<file path="config.mk">
export PLATFORM = sky130hd
export DESIGN_NAME = cdr_frontend_output_config_regs
export DESIGN_NICKNAME = d
export VERILOG_FILES = /design/src/cdr_cfg_pkg.sv /design/src/cdr_frontend_output_config_regs.sv /design/src/pin_sync.sv
export VERILOG_INCLUDE_DIRS = /design/src
export SDC_FILE = /design/constraint.sdc
export NUM_CORES = 1
export LEC_CHECK = 0
export BUFFER_PORTS_ARGS = -buffer_cell sky130_fd_sc_hd__buf_4
export CORE_UTILIZATION = 25
export CTS_CLUSTER_DIAMETER = 200
export DETAILED_ROUTE_END_ITERATION = 8
export SYNTH_ARGS = -nofsm -noshare
export SYNTH_HDL_FRONTEND = slang
export SYNTH_SLANG_ARGS = --single-unit
</file>
<file path="constraint.sdc">
create_clock -name i_clk -period 5.3 [get_ports i_clk]
set_input_delay 0 -clock i_clk [delete_from_list [all_inputs] [get_ports i_clk]]
set_output_delay 0 -clock i_clk [all_outputs]
set_load 0.01 [all_outputs]
</file>
<file path="src/cdr_cfg_defs.svh">
`ifndef CDR_CFG_DEFS_SVH
`define CDR_CFG_DEFS_SVH

// ----------------------------------------------------------------
// register offsets
// ----------------------------------------------------------------
`define OFS_SAMPLE_PHASE_OFFSET  8'h14
`define OFS_SLICE_THRESHOLD_CTRL 8'h15
`define OFS_INPUT_STAGE_SELECT   8'h16
`define OFS_OUTPUT_CONTROL       8'h1e
`define OFS_OUTPUT_AMPLITUDE     8'h1f

// ----------------------------------------------------------------
// writable bits; reserved bits are held at zero
// ----------------------------------------------------------------
`define MASK_SAMPLE_PHASE_OFFSET  8'h0f
`define MASK_SLICE_THRESHOLD_CTRL 8'hff
`define MASK_INPUT_STAGE_SELECT   8'hff
`define MASK_OUTPUT_CONTROL       8'h3f
`define MASK_OUTPUT_AMPLITUDE     8'hff

// ----------------------------------------------------------------
// reset values
// ----------------------------------------------------------------
`define RST_SAMPLE_PHASE_OFFSET  8'h00
`define RST_SLICE_THRESHOLD_CTRL 8'h00
`define RST_INPUT_STAGE_SELECT   8'h00
`define RST_OUTPUT_CONTROL       8'h00
`define RST_OUTPUT_AMPLITUDE     8'hcc

// ----------------------------------------------------------------
// field positions
// ----------------------------------------------------------------
`define POS_PHASE_MSB     3
`define POS_SLICE_EXT     7
`define POS_SLICE_MSB     6
`define POS_TERM_FLOAT    7
`define POS_SEL_MSB       6
`define POS_SEL_LSB       5
`define POS_AUTO_BOOST    4
`define POS_GAIN_MSB      3
`define POS_SQUELCH       5
`define POS_SERIAL_OFF    4
`define POS_RCLK_OFF      3
`define POS_DDR_OFF       2
`define POS_DATA_INV      1
`define POS_CLK_INV       0
`define POS_DSWING_MSB    7
`define POS_DSWING_LSB    4
`define POS_CSWING_MSB    3

// ----------------------------------------------------------------
// serial interface
// ----------------------------------------------------------------
`define I2C_BITS_PER_BYTE 4'h8
`define I2C_LAST_BIT      4'h7

`endif

</file>
<file path="src/cdr_cfg_pkg.sv">
`default_nettype none

package cdr_cfg_pkg;

	typedef enum logic [8:0] {
		ST_IDLE      = 9'b000000001,
		ST_ADDR      = 9'b000000010,
		ST_ADDR_ACK  = 9'b000000100,
		ST_REG       = 9'b000001000,
		ST_REG_ACK   = 9'b000010000,
		ST_WDATA     = 9'b000100000,
		ST_WDATA_ACK = 9'b001000000,
		ST_RDATA     = 9'b010000000,
		ST_RDATA_ACK = 9'b100000000
	} serial_state_e;

	typedef enum logic [1:0] {
		STAGE_LIMITER   = 2'h0,
		STAGE_EQUALIZER = 2'h1,
		STAGE_BUFFER    = 2'h2,
		STAGE_UNDEFINED = 2'h3
	} input_stage_e;

endpackage

`default_nettype wire

</file>
<file path="src/cdr_frontend_output_config_regs.sv">
`include "cdr_cfg_defs.svh"
`default_nettype none

// Overview of operation
// - signed 4-bit phase steps sampling by 1/32 UI above 5.65 Gbps
// - slice bit 7 picks normal or extended slice range
// - 7-bit slice word sets threshold; zero disables slice adjust
// - stage bit 7: 0 drives termination common mode, 1 floats it
// - stage select 00 limiter, 01 equalizer, 10 buffer; 11 unused
// - stage bit 4: 0 manual boost, 1 adaptive equalization
// - stage bits 3..0 give equalizer gain under manual control
// - control bit 5 squelches data, bit 4 disables data output
// - control bit 3 disables recovered clock output
// - control bit 2 cleared enables double-rate clock mode
// - control bit 1 inverts output data polarity
// - control bit 0 inverts output clock polarity
// - data swing bits 7..4 reset to 0xc; host avoids 0x1..0x3
// - clock swing bits 3..0 reset to 0xc; host avoids 0x1..0x3
// - all fields writable by host over the two-wire interface
module cdr_frontend_output_config_regs #(
	parameter int unsigned DEV_ADDR = 32'h0000_0040
) (
	input  wire logic       i_clk,
	input  wire logic       i_reset,
	input  wire logic       i_scl,
	input  wire logic       i_sda,
	output logic            o_sda_out,
	output logic            o_sda_oe_n,
	input  wire logic       i_high_rate,
	output logic [3:0]      o_sample_phase,
	output logic            o_extended_slice,
	output logic [6:0]      o_slice_level,
	output logic            o_slice_enable,
	output logic            o_term_float,
	output logic [1:0]      o_input_select,
	output logic            o_auto_boost_on,
	output logic [3:0]      o_equalizer_gain,
	output logic            o_squelch,
	output logic            o_serial_out_off,
	output logic            o_recovered_clk_off,
	output logic            o_ddr_clk_on,
	output logic            o_data_invert,
	output logic            o_clk_invert,
	output logic [3:0]      o_data_swing,
	output logic [3:0]      o_clk_swing
);

	// ----------------------------------------------------------------
	// elaboration checks
	// ----------------------------------------------------------------
	if (DEV_ADDR > 32'h0000_007f) begin : g_bad_addr
		$error("device address must fit in seven bits");
	end

	localparam logic [6:0] SLAVE_ADDR = DEV_ADDR[6:0];

	// ----------------------------------------------------------------
	// register read decode
	// ----------------------------------------------------------------
	logic [7:0] sample_phase_offset;
	logic [7:0] slice_threshold_ctrl;
	logic [7:0] input_stage_select;
	logic [7:0] output_control;
	logic [7:0] output_amplitude;

	// unmapped offsets read as zero
	function automatic logic [7:0] read_reg(input logic [7:0] addr);
		logic [7:0] value;
		value = 8'h00;
		case (addr)
			`OFS_SAMPLE_PHASE_OFFSET:  value = sample_phase_offset;
			`OFS_SLICE_THRESHOLD_CTRL: value = slice_threshold_ctrl;
			`OFS_INPUT_STAGE_SELECT:   value = input_stage_select;
			`OFS_OUTPUT_CONTROL:       value = output_control;
			`OFS_OUTPUT_AMPLITUDE:     value = output_amplitude;
			default:                   value = 8'h00;
		endcase
		return value;
	endfunction

	// ----------------------------------------------------------------
	// pin synchronisers
	// ----------------------------------------------------------------
	logic [1:0] pin_raw;
	logic [1:0] pin_level;
	logic       scl;
	logic       sda;

	assign pin_raw = {i_scl, i_sda};
	assign scl     = pin_level[1];
	assign sda     = pin_level[0];

	genvar gi;
	generate
		for (gi = 0; gi < 2; gi++) begin : g_sync
			pin_sync #(
				.RESET_LEVEL(1'b1)
			) u_sync (
				.i_clk   (i_clk),
				.i_reset (i_reset),
				.i_pin   (pin_raw[gi]),
				.o_level (pin_level[gi])
			);
		end
	endgenerate

	// ----------------------------------------------------------------
	// bus event detection
	// ----------------------------------------------------------------
	logic scl_q;
	logic sda_q;

	always_ff @(posedge i_clk) begin
		if (i_reset) begin
			scl_q <= 1'b1;
			sda_q <= 1'b1;
		end else begin
			scl_q <= scl;
			sda_q <= sda;
		end
	end

	logic scl_rise;
	logic scl_fall;
	logic bus_start;
	logic bus_stop;

	assign scl_rise  = scl & ~scl_q;
	assign scl_fall  = ~scl & scl_q;
	// sda moving while scl is high frames a transfer
	assign bus_start = scl & scl_q & sda_q & ~sda;
	assign bus_stop  = scl & scl_q & ~sda_q & sda;

	// ----------------------------------------------------------------
	// serial protocol engine
	// ----------------------------------------------------------------
	cdr_cfg_pkg::serial_state_e state;
	logic [3:0]                 bit_cnt;
	logic [7:0]                 shift;
	logic [7:0]                 reg_ptr;
	logic                       read_dir;
	logic                       host_ack;
	logic                       wr_stb;
	logic [7:0]                 wr_addr;
	logic [7:0]                 wr_data;
	logic [7:0]                 rd_byte;

	// always_comb also follows the registers read inside the function
	always_comb begin
		rd_byte = read_reg(reg_ptr);
	end

	always_ff @(posedge i_clk) begin
		if (i_reset) begin
			state      <= cdr_cfg_pkg::ST_IDLE;
			bit_cnt    <= 4'h0;
			shift      <= 8'h00;
			reg_ptr    <= 8'h00;
			read_dir   <= 1'b0;
			host_ack   <= 1'b0;
			wr_stb     <= 1'b0;
			wr_addr    <= 8'h00;
			wr_data    <= 8'h00;
			o_sda_oe_n <= 1'b1;
		end else begin
			wr_stb <= 1'b0;
			if (bus_stop) begin
				state      <= cdr_cfg_pkg::ST_IDLE;
				o_sda_oe_n <= 1'b1;
			end else if (bus_start) begin
				// also covers a repeated start
				state      <= cdr_cfg_pkg::ST_ADDR;
				bit_cnt    <= 4'h0;
				o_sda_oe_n <= 1'b1;
			end else begin
				case (state)
					cdr_cfg_pkg::ST_IDLE: begin
						o_sda_oe_n <= 1'b1;
					end
					cdr_cfg_pkg::ST_ADDR: begin
						if (scl_rise) begin
							shift   <= {shift[6:0], sda};
							bit_cnt <= bit_cnt + 4'h1;
						end else if (scl_fall &&
							bit_cnt == `I2C_BITS_PER_BYTE) begin
							if (shift[7:1] == SLAVE_ADDR) begin
								read_dir   <= shift[0];
								o_sda_oe_n <= 1'b0;
								state      <= cdr_cfg_pkg::ST_ADDR_ACK;
							end else begin
								// another slave is addressed
								state <= cdr_cfg_pkg::ST_IDLE;
							end
						end
					end
					cdr_cfg_pkg::ST_ADDR_ACK: begin
						if (scl_fall) begin
							bit_cnt <= 4'h0;
							if (read_dir) begin
								shift      <= rd_byte;
								reg_ptr    <= reg_ptr + 8'h01;
								o_sda_oe_n <= rd_byte[7];
								state      <= cdr_cfg_pkg::ST_RDATA;
							end else begin
								o_sda_oe_n <= 1'b1;
								state      <= cdr_cfg_pkg::ST_REG;
							end
						end
					end
					cdr_cfg_pkg::ST_REG: begin
						if (scl_rise) begin
							shift   <= {shift[6:0], sda};
							bit_cnt <= bit_cnt + 4'h1;
						end else if (scl_fall &&
							bit_cnt == `I2C_BITS_PER_BYTE) begin
							reg_ptr    <= shift;
							o_sda_oe_n <= 1'b0;
							state      <= cdr_cfg_pkg::ST_REG_ACK;
						end
					end
					cdr_cfg_pkg::ST_REG_ACK: begin
						if (scl_fall) begin
							bit_cnt    <= 4'h0;
							o_sda_oe_n <= 1'b1;
							state      <= cdr_cfg_pkg::ST_WDATA;
						end
					end
					cdr_cfg_pkg::ST_WDATA: begin
						if (scl_rise) begin
							shift   <= {shift[6:0], sda};
							bit_cnt <= bit_cnt + 4'h1;
						end else if (scl_fall &&
							bit_cnt == `I2C_BITS_PER_BYTE) begin
							wr_stb     <= 1'b1;
							wr_addr    <= reg_ptr;
							wr_data    <= shift;
							reg_ptr    <= reg_ptr + 8'h01;
							o_sda_oe_n <= 1'b0;
							state      <= cdr_cfg_pkg::ST_WDATA_ACK;
						end
					end
					cdr_cfg_pkg::ST_WDATA_ACK: begin
						if (scl_fall) begin
							bit_cnt    <= 4'h0;
							o_sda_oe_n <= 1'b1;
							state      <= cdr_cfg_pkg::ST_WDATA;
						end
					end
					cdr_cfg_pkg::ST_RDATA: begin
						if (scl_fall) begin
							if (bit_cnt == `I2C_LAST_BIT) begin
								o_sda_oe_n <= 1'b1;
								state      <= cdr_cfg_pkg::ST_RDATA_ACK;
							end else begin
								bit_cnt    <= bit_cnt + 4'h1;
								shift      <= {shift[6:0], 1'b0};
								o_sda_oe_n <= shift[6];
							end
						end
					end
					cdr_cfg_pkg::ST_RDATA_ACK: begin
						if (scl_rise) begin
							host_ack <= ~sda;
						end else if (scl_fall) begin
							bit_cnt <= 4'h0;
							if (host_ack) begin
								shift      <= rd_byte;
								reg_ptr    <= reg_ptr + 8'h01;
								o_sda_oe_n <= rd_byte[7];
								state      <= cdr_cfg_pkg::ST_RDATA;
							end else begin
								// nack ends the read burst
								state <= cdr_cfg_pkg::ST_IDLE;
							end
						end
					end
					default: begin
						o_sda_oe_n <= 1'b1;
						state      <= cdr_cfg_pkg::ST_IDLE;
					end
				endcase
			end
		end
	end

	// open drain: only ever pulls low
	always_ff @(posedge i_clk) begin
		o_sda_out <= 1'b0;
	end

	// ----------------------------------------------------------------
	// configuration registers
	// ----------------------------------------------------------------
	always_ff @(posedge i_clk) begin
		if (i_reset) begin
			sample_phase_offset  <= `RST_SAMPLE_PHASE_OFFSET;
			slice_threshold_ctrl <= `RST_SLICE_THRESHOLD_CTRL;
			input_stage_select   <= `RST_INPUT_STAGE_SELECT;
			output_control       <= `RST_OUTPUT_CONTROL;
			output_amplitude     <= `RST_OUTPUT_AMPLITUDE;
		end else if (wr_stb) begin
			// reserved bits masked so they read back zero
			case (wr_addr)
				`OFS_SAMPLE_PHASE_OFFSET: begin
					sample_phase_offset <=
						wr_data & `MASK_SAMPLE_PHASE_OFFSET;
				end
				`OFS_SLICE_THRESHOLD_CTRL: begin
					slice_threshold_ctrl <=
						wr_data & `MASK_SLICE_THRESHOLD_CTRL;
				end
				`OFS_INPUT_STAGE_SELECT: begin
					// code 11 is stored as written
					input_stage_select <=
						wr_data & `MASK_INPUT_STAGE_SELECT;
				end
				`OFS_OUTPUT_CONTROL: begin
					output_control <=
						wr_data & `MASK_OUTPUT_CONTROL;
				end
				`OFS_OUTPUT_AMPLITUDE: begin
					// invalid swing codes are not trapped here
					output_amplitude <=
						wr_data & `MASK_OUTPUT_AMPLITUDE;
				end
				default: begin
					sample_phase_offset <= sample_phase_offset;
				end
			endcase
		end
	end

	// ----------------------------------------------------------------
	// front-end controls
	// ----------------------------------------------------------------
	always_ff @(posedge i_clk) begin
		if (i_reset) begin
			o_sample_phase <= 4'h0;
		end else if (i_high_rate) begin
			// twos complement offset, 1/32 UI per count
			o_sample_phase <=
				sample_phase_offset[`POS_PHASE_MSB:0];
		end else begin
			o_sample_phase <= 4'h0;
		end
	end

	always_ff @(posedge i_clk) begin
		if (i_reset) begin
			o_extended_slice <= 1'b0;
			o_slice_level    <= 7'h00;
			o_slice_enable   <= 1'b0;
		end else begin
			o_extended_slice <=
				slice_threshold_ctrl[`POS_SLICE_EXT];
			o_slice_level <=
				slice_threshold_ctrl[`POS_SLICE_MSB:0];
			o_slice_enable <=
				|slice_threshold_ctrl[`POS_SLICE_MSB:0];
		end
	end

	always_ff @(posedge i_clk) begin
		if (i_reset) begin
			o_term_float     <= 1'b0;
			o_input_select   <= cdr_cfg_pkg::STAGE_LIMITER;
			o_auto_boost_on  <= 1'b0;
			o_equalizer_gain <= 4'h0;
		end else begin
			o_term_float <=
				input_stage_select[`POS_TERM_FLOAT];
			o_input_select <=
				input_stage_select[`POS_SEL_MSB:`POS_SEL_LSB];
			// rate qualification is left to the host
			o_auto_boost_on <=
				input_stage_select[`POS_AUTO_BOOST];
			o_equalizer_gain <=
				input_stage_select[`POS_GAIN_MSB:0];
		end
	end

	// ----------------------------------------------------------------
	// output stage controls
	// ----------------------------------------------------------------
	always_ff @(posedge i_clk) begin
		if (i_reset) begin
			o_squelch           <= 1'b0;
			o_serial_out_off    <= 1'b0;
			o_recovered_clk_off <= 1'b0;
			o_ddr_clk_on        <= 1'b1;
			o_data_invert       <= 1'b0;
			o_clk_invert        <= 1'b0;
		end else begin
			o_squelch        <= output_control[`POS_SQUELCH];
			o_serial_out_off <= output_control[`POS_SERIAL_OFF];
			o_recovered_clk_off <= output_control[`POS_RCLK_OFF];
			// enable is active when the bit is clear
			o_ddr_clk_on  <= ~output_control[`POS_DDR_OFF];
			o_data_invert <= output_control[`POS_DATA_INV];
			o_clk_invert  <= output_control[`POS_CLK_INV];
		end
	end

	always_ff @(posedge i_clk) begin
		if (i_reset) begin
			o_data_swing <=
				4'(`RST_OUTPUT_AMPLITUDE >> `POS_DSWING_LSB);
			o_clk_swing  <= 4'hc;
		end else begin
			o_data_swing <=
				output_amplitude[`POS_DSWING_MSB:`POS_DSWING_LSB];
			o_clk_swing <=
				output_amplitude[`POS_CSWING_MSB:0];
		end
	end

endmodule

`default_nettype wire

</file>
<file path="src/pin_sync.sv">
`default_nettype none

// ----------------------------------------------------------------
// three-stage pin synchroniser with agreement filter
// ----------------------------------------------------------------
module pin_sync #(
	parameter logic RESET_LEVEL = 1'b1
) (
	input  wire logic i_clk,
	input  wire logic i_reset,
	input  wire logic i_pin,
	output logic      o_level
);

	logic meta;
	logic stage2;
	logic stage3;

	// meta feeds stage2 only
	always_ff @(posedge i_clk) begin
		if (i_reset) begin
			meta   <= RESET_LEVEL;
			stage2 <= RESET_LEVEL;
			stage3 <= RESET_LEVEL;
		end else begin
			meta   <= i_pin;
			stage2 <= meta;
			stage3 <= stage2;
		end
	end

	// a change counts only once two stages agree
	always_ff @(posedge i_clk) begin
		if (i_reset) begin
			o_level <= RESET_LEVEL;
		end else if (stage2 == stage3) begin
			o_level <= stage3;
		end
	end

endmodule

`default_nettype wire

</file>
==> reports/metrics.yaml <==
start_util_pct: 25.6
post_cts_buffers: 0
synth_area_per_cell_um2: 8.88
utilization_pct: 30.7
setup_tns_ps: 0
cts_hold_buf: 5
cp-start-kind: "register"
busiest_layer: "met2"
reg2reg_slack_ps: 2380
netlist_area_um2: 5620
grt_max_degree: 99
p_total_mw: 2.14
wl_per_cell_um: 14.4
grt_util_all_layers_pct: 12.5
ant_nets: 0
syn-num-nets: 644
cts-root-buf: "clkbuf_16"
cts_buffers: 17
required_ps: 5630
slew_violations: 0
stdcell_count: 949
yosysTopAreaCellShare_pct: 45.6
synth_edf_count: 0
skew_ps: 8.22
syn_inst: 633
hpwl_um: 9230
hp-class: "input pin to register"
drt_pass1_iterations: 7
die_area_um2: 23100
critical_path.endpoint_type: "register"
cts.sinks: 128
io_pins: 42
dp_cells: 912
path_clk_slew_ps: 60
worst_slew_pin_slew_ps: 1100
htree_levels: 4
die_w_um: 152
ctsResizeCount: 0
vias: 4595
drt-initial-drc-count: 306
synth_warnings: 0
synthToLayoutAreaGrowth_pct: 19.7
clock_latency_ps: 420
ir_worst_vdd_mv: 0.219
grt.overflow.total: 0
synth.area.top_cells: "dfxtp_1, mux2i_1, nand2_1"
fmax_mhz: 342
status: "finished, violations left"
antenna_cells: 0
period_share_pct: 55.1
drv_cap: 0
ys_seq_elements: 128
die_y_um: 152
async_reset_ff_share_pct: 0
antenna_found_initial: 0
vias_per_cell: 4.84
path_class: "register to register"
wirelength_um: 13600
clock_path_buffers: 2
finalHoldViolCount: 0
grt_pass1_vias: 4456
core_region_area_um2: 22000
drc: 4
gp_congestion: 0.890
synthFlopType: "dfxtp_1"
violations: "design-rule violations"
crit_fanout: 19
synth_seq_area_share_pct: 45.6
port_buffers: 40
final_nets: 667
netlist-cell-type-count: 64
grt_use_met2_pct: 19.6
fillers: 2290
relSlewSlack_pct: 26.8
seq_area_um2: 2560
drive_above_1_share_pct: 14.2
powerDensity_nw_per_um2: 318
use_met1_pct: 15.5
cp.arrival_ps: 3260
multi_input_area_um2: 2850
p_leak_nw: 2.43
grt_first_pass_wirelength_um: 23000
cts_tree: "built"
synth_top_area_cell: "dfxtp_1"
min_period_ps: 2920
finalSetupViolations: 0
rows: 54
globalRouteMet3Util_pct: 3.48
rsz0062_at_grt: "false"
state kept, by name (all words and copies together), names as in the netlist, 4 cells and up:
register              count
o_sample_phase            4
state                     9
o_data_swing              4
o_clk_swing               4
wr_data                   8
output_control            6
input_stage_select        8
o_slice_level             7
shift                     8
bit_cnt                   4
wr_addr                   8
sample_phase_offset       4
slice_threshold_ctrl      8
reg_ptr                   8
output_amplitude          8
o_equalizer_gain          4
power by group:
group / internal (mW) / switching, mW
combinational: 0.00782 / 0.0194
sequential: 0.964 / 0.00101
clock: 0.706 / 0.441
layout make-up:
class                           count  share of cell area, %
Clock buffer                       20                   6.63
Timing Repair Buffer               47                   5.43
Clock inverter                     12                   1.97
Multi-Input combinational cell    454                   42.3
Sequential cell                   128                   38.1
Inverter                            8                  0.446
Tap cell                          280                   5.20
worst paths after layout:
| check | start | endpoint | depth (start not counted) |
|---|---|---|---|
| worst max-delay path | state[5]$_SDFFE_PP0P_ | reg_ptr[3]$_SDFFE_PP0P_ | 6 |
| worst min-delay path | i_high_rate | o_sample_phase[1]$_SDFF_PP0_ | 3 |
| worst max register to register | state[5]$_SDFFE_PP0P_ | reg_ptr[3]$_SDFFE_PP0P_ | 6 |
| worst min register to register | output_control[2]$_SDFFE_PP0P_ | o_ddr_clk_on$_SDFF_PP1_ | 1 |
worst max-delay path: stages (launching register included):
cell,delay [ps]
dfxtp_1,440
nor4_1,770
and3_1,660
a221o_1,270
and3_1,370
a21oi_1,110
a211oi_1,210
cells in the mapped netlist, types with 3 or more instances:
cell and number:
buf_2 7, buf_1 4, nor4b_1 5, nand2_1 72
o211ai_1 6, nor4_1 6, o31ai_1 6, and3_1 7
xor2_1 4, dfxtp_1 128, nor3b_1 3, o41ai_1 5
a211o_1 4, inv_1 8, ha_1 6, nand3_1 15
nand4_1 3, clkbuf_1 29, nand3b_1 4, o21ai_0 21
a22oi_1 8, a222oi_1 4, o21bai_1 4, a21oi_1 41
a221o_1 5, mux2i_1 43, or2_2 14, a31oi_1 3
nand2b_1 8, nor3_1 19, nor2b_1 30, nor2_1 60
or3_1 6, and2_1 6, a221oi_1 4
stage by stage:
step / area (µm²) / hold slack, ps / setup WS (ps)
6_report: 6730 / 26.4 / 2380
5_1_grt: 6730 / 39.0 / 2050
4_1_cts: 6730 / 0.618 / 2450
3_5_place_dp: 6100 / 189 / 2450
3_3_place_gp: 6100 / 187 / 2520
2_1_floorplan: 5620 / 104 / 3060
kinds of logic after synthesis:
group	count (synthesis)	share of synthesized area, %
other cells	1	0.0667
simple gates	268	24.1
flops	128	45.6
compound gates	130	16.4
buf+inv	51	3.83
xor+xnor	5	0.779
fa+ha+maj	6	1.34
mux	44	7.85
layout by cell type (no fill, tap or decap), types with 5 or more instances in the layout:
master and n:
a21oi_1 41, a221o_1 5, a22oi_1 8, and2_1 6, and3_1 7, buf_4 42, clkbuf_16 17, dfxtp_1 128
dlygate4sd3_1 5, ha_1 6, inv_1 8, mux2i_1 43, nand2_1 72, nand2b_1 8, nand3_1 15, nor2_1 60
nor2b_1 30, nor3_1 19, nor4_1 6, nor4b_1 5, o211ai_1 6, o21ai_0 21, o31ai_1 6, o41ai_1 5
or2_2 14, or3_1 6
routing by layer:
metal	routed length (µm)	share of wire (%)
met3	690	5.1
met1	6300	46
met2	6310	46
met4	323	2.4
met5	0	0
(Power assumes the default switching activity.)
